File: src/inc/pm_plane_defines.vh
`ifndef PM_PLANE_DEFINES_VH
`define PM_PLANE_DEFINES_VH

// =====================================================================
// register indices, byte address is four times the index
`define IDX_STATUS      6'h08
`define IDX_ENABLE      6'h0A
`define IDX_CONTROL     6'h0C
`define IDX_THERM_STS   6'h10
`define IDX_THERM_EN    6'h12
`define IDX_MISC_CTL    6'h14
`define IDX_STATE       6'h15

// =====================================================================
// field positions
`define BIT_BUTTON_STS  8
`define BIT_OVERRIDE    11
`define BIT_WAKE_STS    15
`define BIT_BUTTON_EN   8
`define BIT_SCI_SELECT  0
`define FLD_SLEEP_LO    10
`define FLD_SLEEP_HI    12
`define BIT_SLEEP_GO    13
`define BIT_THERMAL     5
`define BIT_CORE_SUSPEND_N_USE    0

// =====================================================================
// sleep state encodings
`define ST_S0           3'h0
`define ST_SL1          3'h1
`define ST_SL2          3'h2
`define ST_SL3          3'h3
`define ST_SL4          3'h4
`define ST_SL5          3'h5

// =====================================================================
// timing
`define CLK_FREQ_KHZ    20000
`define DEBOUNCE_MS     15
`define OVERRIDE_MS     4000

// =====================================================================
// axi responses
`define RESP_OKAY       2'h0
`define RESP_SLVERR     2'h2

`endif
File: src/hdl/pm_plane_ctl.v
// Chosen here: the AXI4-Lite register port and the register addresses.
`timescale 1ns/1ps
`include "pm_plane_defines.vh"
module pm_plane_ctl #(
  parameter CYC_PER_MS = `CLK_FREQ_KHZ
) (
  input  wire        clock_i,
  input  wire        resetn_i,
  input  wire [7:0]  s_axi_awaddr_i,
  input  wire        s_axi_awvalid_i,
  output wire        s_axi_awready_o,
  input  wire [31:0] s_axi_wdata_i,
  input  wire [3:0]  s_axi_wstrb_i,
  input  wire        s_axi_wvalid_i,
  output wire        s_axi_wready_o,
  output wire [1:0]  s_axi_bresp_o,
  output wire        s_axi_bvalid_o,
  input  wire        s_axi_bready_i,
  input  wire [7:0]  s_axi_araddr_i,
  input  wire        s_axi_arvalid_i,
  output wire        s_axi_arready_o,
  output wire [31:0] s_axi_rdata_o,
  output wire [1:0]  s_axi_rresp_o,
  output wire        s_axi_rvalid_o,
  input  wire        s_axi_rready_i,
  input  wire        power_button_n_i,
  input  wire        button_loopback_gpio_out_i,
  input  wire        button_loopback_gpio_oe_i,
  input  wire        thermal_alert_n_i,
  output wire        plane_ctl_a_o,
  output wire        plane_ctl_b_o,
  output wire        main_on_n_o,
  output wire        sci_o,
  output wire        smi_o,
  output wire        core_suspend_n_o,
  output wire        cpu_halt_o
);

  // ===================================================================
  // bus slave
  reg         bvalid_ff;
  reg  [1:0]  bresp_ff;
  reg         rvalid_ff;
  reg  [1:0]  rresp_ff;
  reg  [31:0] rdata_ff;
  wire        wr_go = s_axi_awvalid_i & s_axi_wvalid_i & ~bvalid_ff;
  wire        rd_go = s_axi_arvalid_i & ~rvalid_ff;
  wire [5:0]  widx  = s_axi_awaddr_i[7:2];
  wire [5:0]  ridx  = s_axi_araddr_i[7:2];
  wire [31:0] wmask = {{8{s_axi_wstrb_i[3]}}, {8{s_axi_wstrb_i[2]}},
                       {8{s_axi_wstrb_i[1]}}, {8{s_axi_wstrb_i[0]}}};
  wire [31:0] wbits = s_axi_wdata_i & wmask;
  assign s_axi_awready_o = wr_go;
  assign s_axi_wready_o  = wr_go;
  assign s_axi_bvalid_o  = bvalid_ff;
  assign s_axi_bresp_o   = bresp_ff;
  assign s_axi_arready_o = rd_go;
  assign s_axi_rvalid_o  = rvalid_ff;
  assign s_axi_rresp_o   = rresp_ff;
  assign s_axi_rdata_o   = rdata_ff;
  wire w_status  = wr_go & (widx == `IDX_STATUS);
  wire w_enable  = wr_go & (widx == `IDX_ENABLE);
  wire w_control = wr_go & (widx == `IDX_CONTROL);
  wire w_th_sts  = wr_go & (widx == `IDX_THERM_STS);
  wire w_th_en   = wr_go & (widx == `IDX_THERM_EN);
  wire w_misc    = wr_go & (widx == `IDX_MISC_CTL);
  wire w_state   = wr_go & (widx == `IDX_STATE);
  wire w_hit     = w_status | w_enable | w_control | w_th_sts | w_th_en | w_misc | w_state;

  // ===================================================================
  // software state
  reg        button_status_ff;
  reg        override_status_ff;
  reg        wake_status_ff;
  reg        thermal_status_ff;
  reg        button_enable_ff;
  reg        thermal_enable_ff;
  reg        sci_select_ff;
  reg  [2:0] sleep_type_sel_ff;
  reg        suspend_pin_use_ff;
  reg  [2:0] state_ff;
  reg        acpi_active_ff;
  wire       sleep_go = w_control & wbits[`BIT_SLEEP_GO];
  wire [2:0] req_type = s_axi_wdata_i[`FLD_SLEEP_HI:`FLD_SLEEP_LO];
  wire       typ_lane = s_axi_wstrb_i[1];

  // ===================================================================
  // millisecond tick
  reg  [14:0] ms_cnt_ff;
  wire        ms_tick = (ms_cnt_ff == CYC_PER_MS - 1);
  always @(posedge clock_i or negedge resetn_i) begin
    if (!resetn_i) begin
      ms_cnt_ff <= 15'h0000;
    end else begin
      ms_cnt_ff <= ms_tick ? 15'h0000 : ms_cnt_ff + 15'h0001;
    end
  end

  // ===================================================================
  // button input, loopback and debounce
  wire        raw_button = power_button_n_i &
                           ~(button_loopback_gpio_oe_i & ~button_loopback_gpio_out_i);
  reg         raw_prev_ff;
  reg         db_level_ff;
  reg  [4:0]  db_cnt_ff;
  reg  [12:0] ovr_cnt_ff;
  reg         therm_prev_ff;
  always @(posedge clock_i or negedge resetn_i) begin
    if (!resetn_i) begin
      raw_prev_ff <= 1'b1;
      db_level_ff <= 1'b1;
      db_cnt_ff   <= 5'h00;
    end else begin
      raw_prev_ff <= raw_button;
      if (raw_button != raw_prev_ff || raw_button == db_level_ff) begin
        db_cnt_ff <= 5'h00;
      end else if (db_cnt_ff == `DEBOUNCE_MS) begin
        db_level_ff <= raw_button;
        db_cnt_ff   <= 5'h00;
      end else if (ms_tick) begin
        db_cnt_ff <= db_cnt_ff + 5'h01;
      end
    end
  end
  wire db_fall   = (db_cnt_ff == `DEBOUNCE_MS) && !raw_button && db_level_ff &&
                   (raw_button == raw_prev_ff);
  wire btn_event = db_fall & acpi_active_ff;
  wire asleep    = (state_ff != `ST_S0);
  wire btn_wake  = btn_event & asleep;
  wire btn_sleep = btn_event & ~asleep;
  always @(posedge clock_i or negedge resetn_i) begin
    if (!resetn_i) begin
      ovr_cnt_ff <= 13'h0000;
    end else if (db_level_ff || !acpi_active_ff) begin
      ovr_cnt_ff <= 13'h0000;
    end else if (ms_tick && ovr_cnt_ff <= `OVERRIDE_MS) begin
      ovr_cnt_ff <= ovr_cnt_ff + 13'h0001;
    end
  end
  wire ovr_event = ms_tick && !db_level_ff && acpi_active_ff &&
                   (ovr_cnt_ff == `OVERRIDE_MS);

  // ===================================================================
  // thermal edge
  always @(posedge clock_i or negedge resetn_i) begin
    if (!resetn_i) begin
      therm_prev_ff <= 1'b1;
    end else begin
      therm_prev_ff <= thermal_alert_n_i;
    end
  end
  wire therm_event = therm_prev_ff & ~thermal_alert_n_i & acpi_active_ff;
  wire therm_wake  = therm_event & thermal_enable_ff & (state_ff == `ST_SL1);

  // ===================================================================
  // sleep state machine
  reg [2:0] nxt_state;
  always @* begin
    nxt_state = state_ff;
    case (state_ff)
      `ST_S0: begin
        if (ovr_event || (btn_sleep && !sci_select_ff)) begin
          nxt_state = `ST_SL5;
        end else if (sleep_go && typ_lane && req_type >= `ST_SL1 && req_type <= `ST_SL5) begin
          nxt_state = req_type;
        end
      end
      `ST_SL1, `ST_SL2, `ST_SL3, `ST_SL4, `ST_SL5: begin
        if (ovr_event) begin
          nxt_state = `ST_SL5;
        end else if (btn_wake || therm_wake) begin
          nxt_state = `ST_S0;
        end
      end
      default: nxt_state = `ST_S0;
    endcase
  end
  reg plane_a_ff;
  reg plane_b_ff;
  reg main_on_n_ff;
  always @(posedge clock_i or negedge resetn_i) begin
    if (!resetn_i) begin
      state_ff     <= `ST_S0;
      plane_a_ff   <= 1'b1;
      plane_b_ff   <= 1'b1;
      main_on_n_ff <= 1'b0;
    end else begin
      state_ff     <= nxt_state;
      plane_a_ff   <= (nxt_state <= `ST_SL1);
      plane_b_ff   <= (nxt_state <= `ST_SL2);
      main_on_n_ff <= (nxt_state >= `ST_SL4);
    end
  end

  // ===================================================================
  // status, enable and control registers
  always @(posedge clock_i or negedge resetn_i) begin
    if (!resetn_i) begin
      acpi_active_ff     <= 1'b0;
      button_status_ff   <= 1'b0;
      override_status_ff <= 1'b0;
      wake_status_ff     <= 1'b0;
      thermal_status_ff  <= 1'b0;
      button_enable_ff   <= 1'b0;
      thermal_enable_ff  <= 1'b0;
      sci_select_ff      <= 1'b0;
      sleep_type_sel_ff  <= 3'h0;
      suspend_pin_use_ff <= 1'b0;
    end else begin
      acpi_active_ff <= acpi_active_ff | db_fall;
      if (ovr_event) begin
        button_status_ff <= 1'b0;
      end else if (btn_event) begin
        button_status_ff <= 1'b1;
      end else if (w_status && wbits[`BIT_BUTTON_STS]) begin
        button_status_ff <= 1'b0;
      end
      override_status_ff <= ovr_event |
        (override_status_ff & ~(w_status & wbits[`BIT_OVERRIDE]));
      wake_status_ff <= (asleep & (nxt_state == `ST_S0)) |
        (wake_status_ff & ~(w_status & wbits[`BIT_WAKE_STS]));
      thermal_status_ff <= therm_event |
        (thermal_status_ff & ~(w_th_sts & wbits[`BIT_THERMAL]));
      if (w_enable && s_axi_wstrb_i[1]) begin
        button_enable_ff <= s_axi_wdata_i[`BIT_BUTTON_EN];
      end
      if (w_th_en && s_axi_wstrb_i[0]) begin
        thermal_enable_ff <= s_axi_wdata_i[`BIT_THERMAL];
      end
      if (w_control && s_axi_wstrb_i[0]) begin
        sci_select_ff <= s_axi_wdata_i[`BIT_SCI_SELECT];
      end
      if (w_control && typ_lane) begin
        sleep_type_sel_ff <= req_type;
      end
      if (w_misc && s_axi_wstrb_i[0]) begin
        suspend_pin_use_ff <= s_axi_wdata_i[`BIT_CORE_SUSPEND_N_USE];
      end
    end
  end

  // ===================================================================
  // interrupt routing and core suspend
  wire mixed_pend = (button_status_ff & button_enable_ff) |
                    (thermal_status_ff & thermal_enable_ff);
  reg  sci_ff;
  reg  smi_ff;
  always @(posedge clock_i or negedge resetn_i) begin
    if (!resetn_i) begin
      sci_ff <= 1'b0;
      smi_ff <= 1'b0;
    end else begin
      sci_ff <= acpi_active_ff & (override_status_ff | (sci_select_ff & mixed_pend));
      smi_ff <= acpi_active_ff & ~sci_select_ff & mixed_pend;
    end
  end
  assign plane_ctl_a_o    = plane_a_ff;
  assign plane_ctl_b_o    = plane_b_ff;
  assign main_on_n_o      = main_on_n_ff;
  assign sci_o            = sci_ff;
  assign smi_o            = smi_ff;
  assign core_suspend_n_o = acpi_active_ff & ~asleep;
  assign cpu_halt_o       = ~core_suspend_n_o & suspend_pin_use_ff;

  // ===================================================================
  // bus responses and read mux
  reg [31:0] rd_mux;
  always @* begin
    rd_mux = 32'h0000_0000;
    case (ridx)
      `IDX_STATUS: begin
        rd_mux[`BIT_BUTTON_STS] = button_status_ff;
        rd_mux[`BIT_OVERRIDE]   = override_status_ff;
        rd_mux[`BIT_WAKE_STS]   = wake_status_ff;
      end
      `IDX_ENABLE:    rd_mux[`BIT_BUTTON_EN] = button_enable_ff;
      `IDX_CONTROL: begin
        rd_mux[`BIT_SCI_SELECT]                 = sci_select_ff;
        rd_mux[`FLD_SLEEP_HI:`FLD_SLEEP_LO]     = sleep_type_sel_ff;
      end
      `IDX_THERM_STS: rd_mux[`BIT_THERMAL]  = thermal_status_ff;
      `IDX_THERM_EN:  rd_mux[`BIT_THERMAL]  = thermal_enable_ff;
      `IDX_MISC_CTL:  rd_mux[`BIT_CORE_SUSPEND_N_USE] = suspend_pin_use_ff;
      `IDX_STATE:     rd_mux[4:0] = {db_level_ff, acpi_active_ff, state_ff};
      default:        rd_mux = 32'h0000_0000;
    endcase
  end
  wire r_hit = (ridx == `IDX_STATUS) | (ridx == `IDX_ENABLE) | (ridx == `IDX_CONTROL) |
               (ridx == `IDX_THERM_STS) | (ridx == `IDX_THERM_EN) |
               (ridx == `IDX_MISC_CTL) | (ridx == `IDX_STATE);
  always @(posedge clock_i or negedge resetn_i) begin
    if (!resetn_i) begin
      bvalid_ff <= 1'b0;
      bresp_ff  <= `RESP_OKAY;
      rvalid_ff <= 1'b0;
      rresp_ff  <= `RESP_OKAY;
      rdata_ff  <= 32'h0000_0000;
    end else begin
      if (wr_go) begin
        bvalid_ff <= 1'b1;
        bresp_ff  <= w_hit ? `RESP_OKAY : `RESP_SLVERR;
      end else if (s_axi_bready_i) begin
        bvalid_ff <= 1'b0;
      end
      if (rd_go) begin
        rvalid_ff <= 1'b1;
        rresp_ff  <= r_hit ? `RESP_OKAY : `RESP_SLVERR;
        rdata_ff  <= rd_mux;
      end else if (s_axi_rready_i) begin
        rvalid_ff <= 1'b0;
      end
    end
  end
endmodule // pm_plane_ctl

File: config.mk
export PLATFORM = sky130hd
export DESIGN_NAME = pm_plane_ctl
export DESIGN_NICKNAME = d
export VERILOG_FILES = /design/src/hdl/pm_plane_ctl.v
export VERILOG_INCLUDE_DIRS = /design/src /design/src/inc
export SDC_FILE = /design/constraint.sdc
export NUM_CORES = 1
export LEC_CHECK = 0
export ABC_AREA = 1
export BUFFER_PORTS_ARGS = -buffer_cell sky130_fd_sc_hd__buf_2
export CORE_MARGIN = 5
export CORE_UTILIZATION = 48
export DETAILED_ROUTE_END_ITERATION = 8
export GPL_TIMING_DRIVEN = 0
export MAX_ROUTING_LAYER = met4
export PLACE_DENSITY = 0.75
export REMOVE_ABC_BUFFERS = 1
export SLEW_MARGIN = 20
export SYNTH_ARGS = -nofsm -noshare
export SYNTH_HDL_FRONTEND = slang
export SYNTH_SLANG_ARGS = --single-unit
File: constraint.sdc
create_clock -name clock_i -period 1.6 [get_ports clock_i]
set_input_delay 0.16 -clock clock_i [delete_from_list [all_inputs] [get_ports clock_i]]
set_output_delay 0.16 -clock clock_i [all_outputs]
set_load 0.1 [all_outputs]
# [Yosys cells after proc, flatten, opt, wreduce, memory -nomap -nowiden]
# Index checks and enable logic that the tools add are counted.
[totals] regBits=73 latchBits=0 ram_bits=0 rom_bits=0 word_cells=190 memories=0
[op_classes] add_sub_neg=3 multipliers=0 n_div=0 order_cmp=6 eq_ne=25 n_shift=0 n_mux=28 n_bitwise=66 n_reduce_logical=35
[ops] op="6-bit by 5-bit == test with 1-bit output (second input constant)" n=8
[ops] op="6-bit by 4-bit == test with 1-bit output (second input constant)" n=6
[ops] op="1-bit AND" n=35
[ops] op="13-bit 2-to-1 mux" n=2
[ops] op="1-bit bitwise OR" n=18
[ops] op="1-bit logical AND" n=17
[ops] op="16-bit AND" n=1
[ops] op="15-bit by 1-bit adder with 15-bit output (second input constant)" n=1
[ops] op="15-bit == test (second input constant)" n=1
[ops] op="15-bit 2-to-1 mux" n=1
[ops] op="5-bit 2-to-1 mux" n=3
[ops] op="13-bit by 1-bit adder with 13-bit output (second input constant)" n=1
[ops] op="13-bit by 12-bit == test with 1-bit output (second input constant)" n=1
[ops] op="13-bit by 12-bit less-or-equal comparator with 1-bit output (second input constant)" n=1
[ops] op="3-bit 2-to-1 mux" n=4
[ops] op="1-bit NOT" n=12
[ops] op="1-bit 2-to-1 mux" n=10
[ops] op="3-bit nonzero test" n=3
[ops] op="3-bit by 2-bit == test with 1-bit output (second input constant)" n=2
[ops] op="3-bit == test (second input constant)" n=2
[ops] op="3-bit zero test" n=2
[ops] op="1-bit case mux with 2 select lines" n=3
[ops] op="3-bit case mux with 2 select lines" n=1
[ops] op="2-bit nonzero test" n=3
[ops] op="other kinds (17)" n=25

# [Depth between registers and ports, before layout]
# Gate-level depths: netlist of the first run.
[depth] ltp_word=17 ltp_mapped=13 mapped_depth_nobuf=13

# [Worst setup path before layout of the first run]
# Ideal clock, no wire load.
[synth_timing] path_type="reg-to-reg" from="register state_ff[1]" to="register wake_status_ff" setup_ps=117 t_arrival_ps=2622 t_required_ps=1483 slack_ps=-1139 stages_incl_launch_ff=12 n_path_buf=1 synth_period_minus_slack_ps=2739 path_cell_list="dfrtp_1 buf_4 nor2_2 nand2_2 nor2_1 nand3_2 nand2_2 nor2_2 nor2_1 nor2_1 nand3_1 nand2_1"
[synth_via] elab_chain_len=10 elab_cells_between_ends=23 classes_between="eq/ne: 5; mux: 5; bitwise: 6; reduce/logical: 7"
[synth_rtl] item="from (decl)" line_no="pm_plane_ctl.v:81" rtl="reg [2:0] state_ff;"
[synth_rtl] item="from (signal assigned)" line_no="pm_plane_ctl.v:183" rtl="state_ff <= `ST_S0;"
[synth_rtl] item="from (signal assigned)" line_no="pm_plane_ctl.v:188" rtl="state_ff <= nxt_state;"
[synth_rtl] item="branches (longest 8 deep; another with 3-bit by 1-bit == test with 1-bit output)"
[synth_rtl] item="1-bit AND *" line_no="pm_plane_ctl.v:220" rtl="wake_status_ff <= (asleep & (nxt_state == `ST_S0)) |"
[synth_rtl] item="1-bit bitwise OR *" line_no="pm_plane_ctl.v:220"
[synth_rtl] item="to (signal assigned)" line_no="pm_plane_ctl.v:220"
[synth_rtl] item="to (decl)" line_no="pm_plane_ctl.v:74" rtl="reg wake_status_ff;"
# Every way passes the cells marked *.
# A chain may end at the register's enable or synchronous reset.

# [Worst setup path in the final report of the first run]
[layout_timing] from="register ms_cnt_ff[0]" to="register wake_status_ff"
[layout_via] elab_chain_len=10 elab_cells_between_ends=11 classes_between="eq/ne: 1; mux: 3; bitwise: 2; reduce/logical: 5"
[layout_rtl] item="from (decl)" line_no="pm_plane_ctl.v:89" rtl="reg [14:0] ms_cnt_ff;"
[layout_rtl] item="from (signal assigned)" line_no="pm_plane_ctl.v:95" rtl="ms_cnt_ff <= ms_tick ? 15'h0000 : ms_cnt_ff + 15'h0001;"
[layout_rtl] item="15-bit == test *" line_no="pm_plane_ctl.v:90" rtl="wire ms_tick = (ms_cnt_ff == CYC_PER_MS - 1);"
[layout_rtl] item="1-bit logical AND * (3 in series)" line_no="pm_plane_ctl.v:140" rtl="wire ovr_event = ms_tick && !db_level_ff && acpi_active_ff &&"
[layout_rtl] item="1-bit logical OR" line_no="pm_plane_ctl.v:162" rtl="if (ovr_event || (btn_sleep && !sci_select_ff)) begin"
[layout_rtl] item="3-bit 2-to-1 mux" line_no="pm_plane_ctl.v:162"
[layout_rtl] item="3-bit case mux with 2 select lines *" line_no="pm_plane_ctl.v:160" rtl="case (state_ff)"
[layout_rtl] item="3-bit zero test (no line) *"
[layout_rtl] item="1-bit AND *" line_no="pm_plane_ctl.v:220"
[layout_rtl] item="1-bit bitwise OR *" line_no="pm_plane_ctl.v:220"
# Every way passes the cells marked *; elsewhere a longest branch is shown, timed or not.

==> impl_results.md, run 1 <==
* Net Switching at 1.459 mW
* Htree depth at 3
* Antenna violations before repair at 0
* CTS Buffer Depth at 2
* CP Max Fanout at 4
* Minimum clock period at between 1.5 and 2 ns
* Number of iterations in the first detailed-routing pass at 4
* Largest net degree at the start of global routing at 53
* Fin cells at about 720
* Num rows at 33
* Netlist cell types at 49
* Final slew viol count at 0
* Max stage delay on crit path at roughly 0.38 ns
* Final WL at 10,340 um
* First-pass GRT wire length at around 16,000 um
* Syn_area_per_cell at ~8.1 um2
* ANT nets after route at 0
* Initial Util at 0.4971
* Share of cells above drive strength 1 at 0.3404
* Placed cell count at around 660
* Critical Path End: wake_status_ff$_DFF_PN0_
* Routed vias/inst at between 5 and 6
* Peak VDD IR at 0.0003873 V
* RSZ-0062 raised after global routing: true
* Clk pin slew, worst setup/hold paths at 0.08 ns
* Post-Synthesis Cells at 507
* Hold Fails Final Rpt at 0
* Sw Ratio at 0.3353
* Post-synth top area cell: dfrtp_1
* IO buf count at 57
* Worst EP arrival at about 2.0 ns
* Die X at roughly 100 um
* Ratio of total power to cell area at 817.3 mW/mm2
* Post-DP HPWL at ~6700 um
* Hold Crit Class: primary input to flip-flop
* Area grow syn2layout at 29.09%
* Fin util at 0.6416
* Int Pwr at just under 3 mW
* Routed via count at approximately 3,700
* Clock sink count at 71
* Maximum clock frequency at between 500 and 600 MHz
* Status: finished with violations
* ANT cells at 0
* Yosys top cell area share at 0.4004
* Reg-to-Reg Start: ms_cnt_ff[0]$_DFF_PN0_
* Tot GR Track Use at 0.2021
* CTS buffer count at 9
* Synth Cell Area at 0.004125 mm2
* Clock share of power at 0.372
* WL per Instance at 14.37 um
* Post-synth EDFFs at 0
* Tcrit/Tclk final at 1.073
* Failing checks: setup timing
* Most common flop cell mapped by yosys: dfrtp_1
* Synth cell count leaders: nand2_1, dfrtp_1, inv_1
* Max-cap violations at 0
* Critical Path Source Type: flip-flop
* Fill count at roughly 670
* # setup viols final at 22
* Area contributors post-synth: dfrtp_1, nand2_1, inv_1, nand3_1, nor2_1
* Flop pwr share at 0.429
* YS warnings at 0
* Seq/Total Area, Yosys at 0.4322
* CTS root buffer: clkbuf_8
* Nets at 676
* Ys async rst share at 1.000
* Reg2Reg Depth at 12
* CTS tree: built
* Chip Height at approximately 100 um
* GP Congestion at roughly 0.96
* Crit path cell chain: ha_2 > nand2_4 > nor2_4 > nand2_4 > nor2_8 > nand3_4 > nand2_2 > nor2_4 > nor2_1 > nor2_1 > nand3_1 > nand2_1
* Clk_lat worst skew at 0.35 ns
* Clock skew at 0.009591 ns
* Slowest CP cell: dfrtp_1
* I/O pin count at roughly 110
* Grt ovf at 0
* Combinational power share at 0.199
* Vias in the first global route at roughly 3,700
* Final TNS setup at -1.322 ns
* Worst setup path class: flip-flop to flip-flop
* Total Die Area at roughly 0.011 mm2
* Flops & latches, synth at between 70 and 80
* Cell with the most instances after synthesis: nand2_1
* Setup WS post-layout at -0.1164 ns
* Core Region at slightly above 0.008 mm2
* Crit path capture type: flip-flop
* # DRC at 0
* P_leak at 2.617 nW
* Initial drt markers at 144
* Reg-to-reg endpoint: wake_status_ff$_DFF_PN0_
* Worst slack, placed at -0.2450 ns
* R2R Setup Slk at -0.12 ns
* CP startpoint: ms_cnt_ff[0]$_DFF_PN0_
* Worst path required time at between 1.5 and 2 ns
## stage by stage
step	instance area [um2]	hold WS (ns)	power, mW
2_1_floorplan	3993	-0.1356	2.557
3_3_place_gp	4409	0.2982	2.712
3_5_place_dp	4439	0.07138	2.733
4_1_cts	5102	0.03829	4.364
5_1_grt	5325	0.07571	4.507
6_report	5325	0.05573	4.352
## timing repair
action,CTS,global route
gates cloned,3,0
pin swaps,26,19
endpoints found under the setup margin,36,40
setup buffers,26,9
resized for setup,55,40
hold endpoints to repair,22,0
hold buffers,4,0
## critical path: cells and delay by family, from the launching register on
kind | cells | cell delay (ns)
DFF | 1 | 0.38
and+or+nand+nor | 11 | 1.01
adders and majority gates | 1 | 0.21
## area by class of cell
cell class | count | area [um2] | share of cell area
clock buffer | 11 | 141.4 | 0.02655
clock inverter | 5 | 81.33 | 0.01527
inverter | 66 | 255.2 | 0.04793
multi-input combinational | 365 | 2247 | 0.4220
sequential | 71 | 1787 | 0.3355
tap | 105 | 131.4 | 0.02467
timing repair buffer | 96 | 681.9 | 0.1281
## worst min-delay path by stage
stage,endpoint,from,depth (start not counted)
2_1_floorplan,acpi_active_ff$_DFF_PN0_,resetn_i,0
3_3_place_gp,therm_prev_ff$_DFF_PN1_,thermal_alert_n_i,1
3_5_place_dp,ms_cnt_ff[2]$_DFF_PN0_,resetn_i,1
4_1_cts,raw_prev_ff$_DFF_PN1_,power_button_n_i,3
5_1_grt,suspend_pin_use_ff$_DFFE_PN0P_,s_axi_wdata_i[0],3
6_report,suspend_pin_use_ff$_DFFE_PN0P_,s_axi_wdata_i[0],3
## power groups by stage
| stage | sequential (mW) | clock, mW | combinational [mW] |
|---|---|---|---|
| 6_report | 1.87 | 1.62 | 0.865 |
| 5_1_grt | 1.87 | 1.73 | 0.907 |
| 2_1_floorplan | 2.17 | 0 | 0.388 |
| 4_1_cts | 1.87 | 1.64 | 0.857 |
| 3_3_place_gp | 1.90 | 0 | 0.812 |
| 3_5_place_dp | 1.90 | 0 | 0.831 |
## logic make-up after synthesis
kind of cell | share of synthesized area
XOR/XNOR | 0.02760
AO/OA/AOI/OAI | 0.09858
multiplexers | 0.007886
adder cells (fa/ha/maj) | 0.01213
other | 0.0009090
buffers and inverters | 0.1122
flip-flops | 0.4322
AND/OR/NAND/NOR | 0.3085
## registers in the layout, summed over array words and instances, names as in the netlist, 3 cells and up
name               count
db_cnt_ff              5
ovr_cnt_ff            13
s_axi_rdata_o         11
state_ff               3
sleep_type_sel_ff      3
ms_cnt_ff             15
## layer usage
layer	part of all wire	vias to the layer above	wire (um)	global-route usage
met5	0	-	0	-
met4	0.024	0	247	0.08577
met3	0.050	23	519	0.02706
met2	0.53	115	5469	0.3565
met1	0.40	1768	4099	0.2293
li1	-	1829	-	-
## cell usage in the layout, fill, tap and decap left out, types with 5 or more instances in the layout
master,netlist,layout
a21oi_1,20,20
buf_2,1,51
buf_4,25,31
buf_6,1,5
clkbuf_8,0,10
conb_1,1,23
dfrtp_1,66,63
dfstp_2,5,5
inv_1,59,52
inv_2,5,10
nand2_1,90,86
nand2_2,4,5
nand2_4,5,10
nand3_1,44,31
nand3_2,4,15
nand3b_1,8,8
nand4_1,15,15
nor2_1,53,43
nor2_2,10,11
nor2_4,3,13
nor3_1,10,8
o21ai_0,22,17
o21ai_2,2,7
xor2_1,11,10
Power figures use the tool's default switching activity.
==> run 2, diff against run 1 <==
--- a/config.mk
+++ b/config.mk
@@ -15,6 +15,7 @@
 export MAX_ROUTING_LAYER = met4
 export PLACE_DENSITY = 0.75
 export REMOVE_ABC_BUFFERS = 1
+export SKIP_CTS_REPAIR_TIMING = 1
 export SLEW_MARGIN = 20
 export SYNTH_ARGS = -nofsm -noshare
 export SYNTH_HDL_FRONTEND = slang
==> run 2 against run 1 <==
Compared with the run above:
- the run still ends with setup timing left
- critical path depth fell by 1
- routed wire length decreased by 1.4%
- non-clock buffer count decreased by 1
- sequential share of layout area rose by 0.24 points
- critical path type unchanged
- critical endpoint unchanged
==> impl_results.md, run 2 (same netlist as run 1, synthesis figures left out) <==
* Post-DP HPWL at 6689 um (unchanged)
* Tcrit/Tclk final at 1.097 (+0.02397)
* Share of cells above drive strength 1 at 0.3377 (-0.002707)
* R2R Setup Slk at -0.15 ns (-0.04 ns)
* Hold Crit Class: primary input to flip-flop
* Initial Util at 0.4971 (unchanged)
* Commonest non-fill, non-tap cell in the layout: nand2_1
* Slowest CP cell: dfrtp_1
* Most frequent cells in the layout: nand2_1, dfrtp_1, inv_1
* First-pass GRT wire length at 14,230 um (-13%)
* Clock share of power at 0.371 (about the same)
* Status: finished with violations
* CTS Buffer Depth at 2 (unchanged)
* I/O pin count at 111 (unchanged)
* Max stage delay on crit path at 0.39 ns (about the same)
* Int Pwr at 2.899 mW (+0.19%)
* Placed cell count at 662 (unchanged)
* Flop pwr share at 0.428 (about the same)
* Total Power at 4.362 mW (+0.22%)
* Crit path cell chain: ha_2 > nand3_1 > inv_2 > nand2_2 > nor2_4 > nand3_2 > nand3_2 > nand2_2 > a21oi_2 > nand3_1 > nand2_1
* Most flops, register: ms_cnt_ff
* Total Die Area at 0.01055 mm2 (unchanged)
* P_leak at 2.573 nW (-1.7%)
* Setup WS post-layout at -0.1548 ns (-0.03834 ns)
* Number of iterations in the first detailed-routing pass at 4 (unchanged)
* Worst EP arrival at 2.05 ns (+0.10 ns)
* Antenna violations before repair at 0 (unchanged)
* Routed vias/inst at 5.244 (+0.94%)
* Chip Height at 102.7 um (unchanged)
* Core Region at 0.008299 mm2 (unchanged)
* Worst path required time at 1.89 ns (+0.05 ns)
* Ratio of total power to cell area at 824.9 mW/mm2 (+0.93%)
* Reg-to-Reg Start: db_cnt_ff[0]$_DFFE_PN0P_
* Clock skew at 0.008308 ns (-0.001283 ns)
* Clk_lat worst skew at 0.35 ns (about the same)
* CP Max Fanout at 5 (+1)
* Final WL at 10,190 um (-1.4%)
* Critical Path End: wake_status_ff$_DFF_PN0_
* Hold Fails Final Rpt at 0 (unchanged)
* Final slew viol count at 0 (unchanged)
* Sw Ratio at 0.3355 (about the same)
* Number of flip-flops in the largest register at 15 (unchanged)
* WL per Instance at 14.19 um (-1.3%)
* RSZ-0062 raised after global routing: true
* Failing checks: setup timing
* Slew at the pin closest to its max-slew limit at approximately 0.51 ns
* Initial drt markers at 168 (+17%)
* Max-cap violations at 0 (unchanged)
* Worst setup path class: flip-flop to flip-flop
* CTS buffer count at 9 (unchanged)
* Reg-to-reg endpoint: wake_status_ff$_DFF_PN0_
* Net Switching at 1.463 mW (+0.28%)
* Final TNS setup at -1.566 ns (-0.2434 ns)
* Critical Path Source Type: flip-flop
* Vias in the first global route at 3,263 (-11%)
* Fin util at 0.6371 (-0.004523)
* Nets at 675 (-0.15%)
* Worst slew margin at 0.6606
* CP startpoint: db_cnt_ff[0]$_DFFE_PN0P_
* Area grow syn2layout at 28.18%
* Die X at 102.7 um (unchanged)
* Peak VDD IR at 0.0004474 V (+16%)
* IO buf count at 57 (unchanged)
* CTS tree: built
* Maximum clock frequency at 569.9 MHz (-2.2%)
* Grt ovf at 0 (unchanged)
* GP Congestion at 0.9636 (unchanged)
* Hold Slack at 0.001864 ns (-0.05386 ns)
* CTS root buffer: clkbuf_8
* Reg2Reg Depth at 11 (-1)
* ANT nets after route at 0 (unchanged)
* Fin cells at 718 (-0.14%)
* Tot GR Track Use at 0.1746 (-0.02757)
* ANT cells at 0 (unchanged)
* Num rows at 33 (unchanged)
* Clock sink count at 71 (unchanged)
* Clk pin slew, worst setup/hold paths at 0.08 ns (about the same)
* Routed via count at 3,765 (+0.80%)
* Combinational power share at 0.201 (+0.002)
* Crit path capture type: flip-flop
* # DRC at 0 (unchanged)
* Largest net degree at the start of global routing at 53 (unchanged)
* # setup viols final at 21 (-4.5%)
* Htree depth at 3 (unchanged)
* Minimum clock period at 1.755 ns (+0.03835 ns)
[run 2: routing by layer]
| layer | track usage | routed length [um] |
|---|---|---|
| met5 | - | 0 |
| met4 | 0.06862 | 167 |
| met3 | 0.02436 | 574 |
| met2 | 0.3014 | 5464 |
| met1 | 0.2053 | 3980 |
[run 2: worst min path at each step]
stage,start,end,slack [ns],cells past startpoint
finish,s_axi_bready_i,s_axi_bvalid_o$_DFFE_PN0P_,0.002,2
global route,s_axi_bready_i,s_axi_bvalid_o$_DFFE_PN0P_,0.03,2
CTS,resetn_i,ms_cnt_ff[2]$_DFF_PN0_,-0.31,1
detailed placement,resetn_i,ms_cnt_ff[2]$_DFF_PN0_,0.07,1
global placement,thermal_alert_n_i,therm_prev_ff$_DFF_PN1_,0.30,1
floorplan,resetn_i,acpi_active_ff$_DFF_PN0_,-0.14,0
[run 2: layout make-up]
type	count	area, um2
Clock buffer	11	141.4
Clock inverter	5	81.33
Fill cell	669	3012
Inverter	66	257.7
Multi-Input combinational cell	365	2225
Sequential cell	71	1787
Tap cell	105	131.4
Timing Repair Buffer	95	664.4
[run 2: critical path, delay by kind of cell (launching register included)]
family	cells	cell delay, ns
adders and majority gates	1	0.23
and+or+nand+nor	8	0.84
AOI/OAI and AO/OA	1	0.13
DFF	1	0.39
buffers and inverters	1	0.09
[run 2: stage by stage]
stage          cell area, um2  setup slack (ns)
2_1_floorplan            3993            -1.619
3_3_place_gp             4409           -0.1889
3_5_place_dp             4439           -0.2450
4_1_cts                  4662           -0.5830
5_1_grt                  5288           -0.2525
6_report                 5288           -0.1548
[run 2: power by group through the flow]
stage | logic, mW | clock network [mW] | registers, mW
floorplan | 0.388 | 0 | 2.17
global placement | 0.812 | 0 | 1.90
finish | 0.875 | 1.62 | 1.87
CTS | 0.831 | 1.64 | 1.87
global route | 0.916 | 1.72 | 1.87
detailed placement | 0.831 | 0 | 1.90
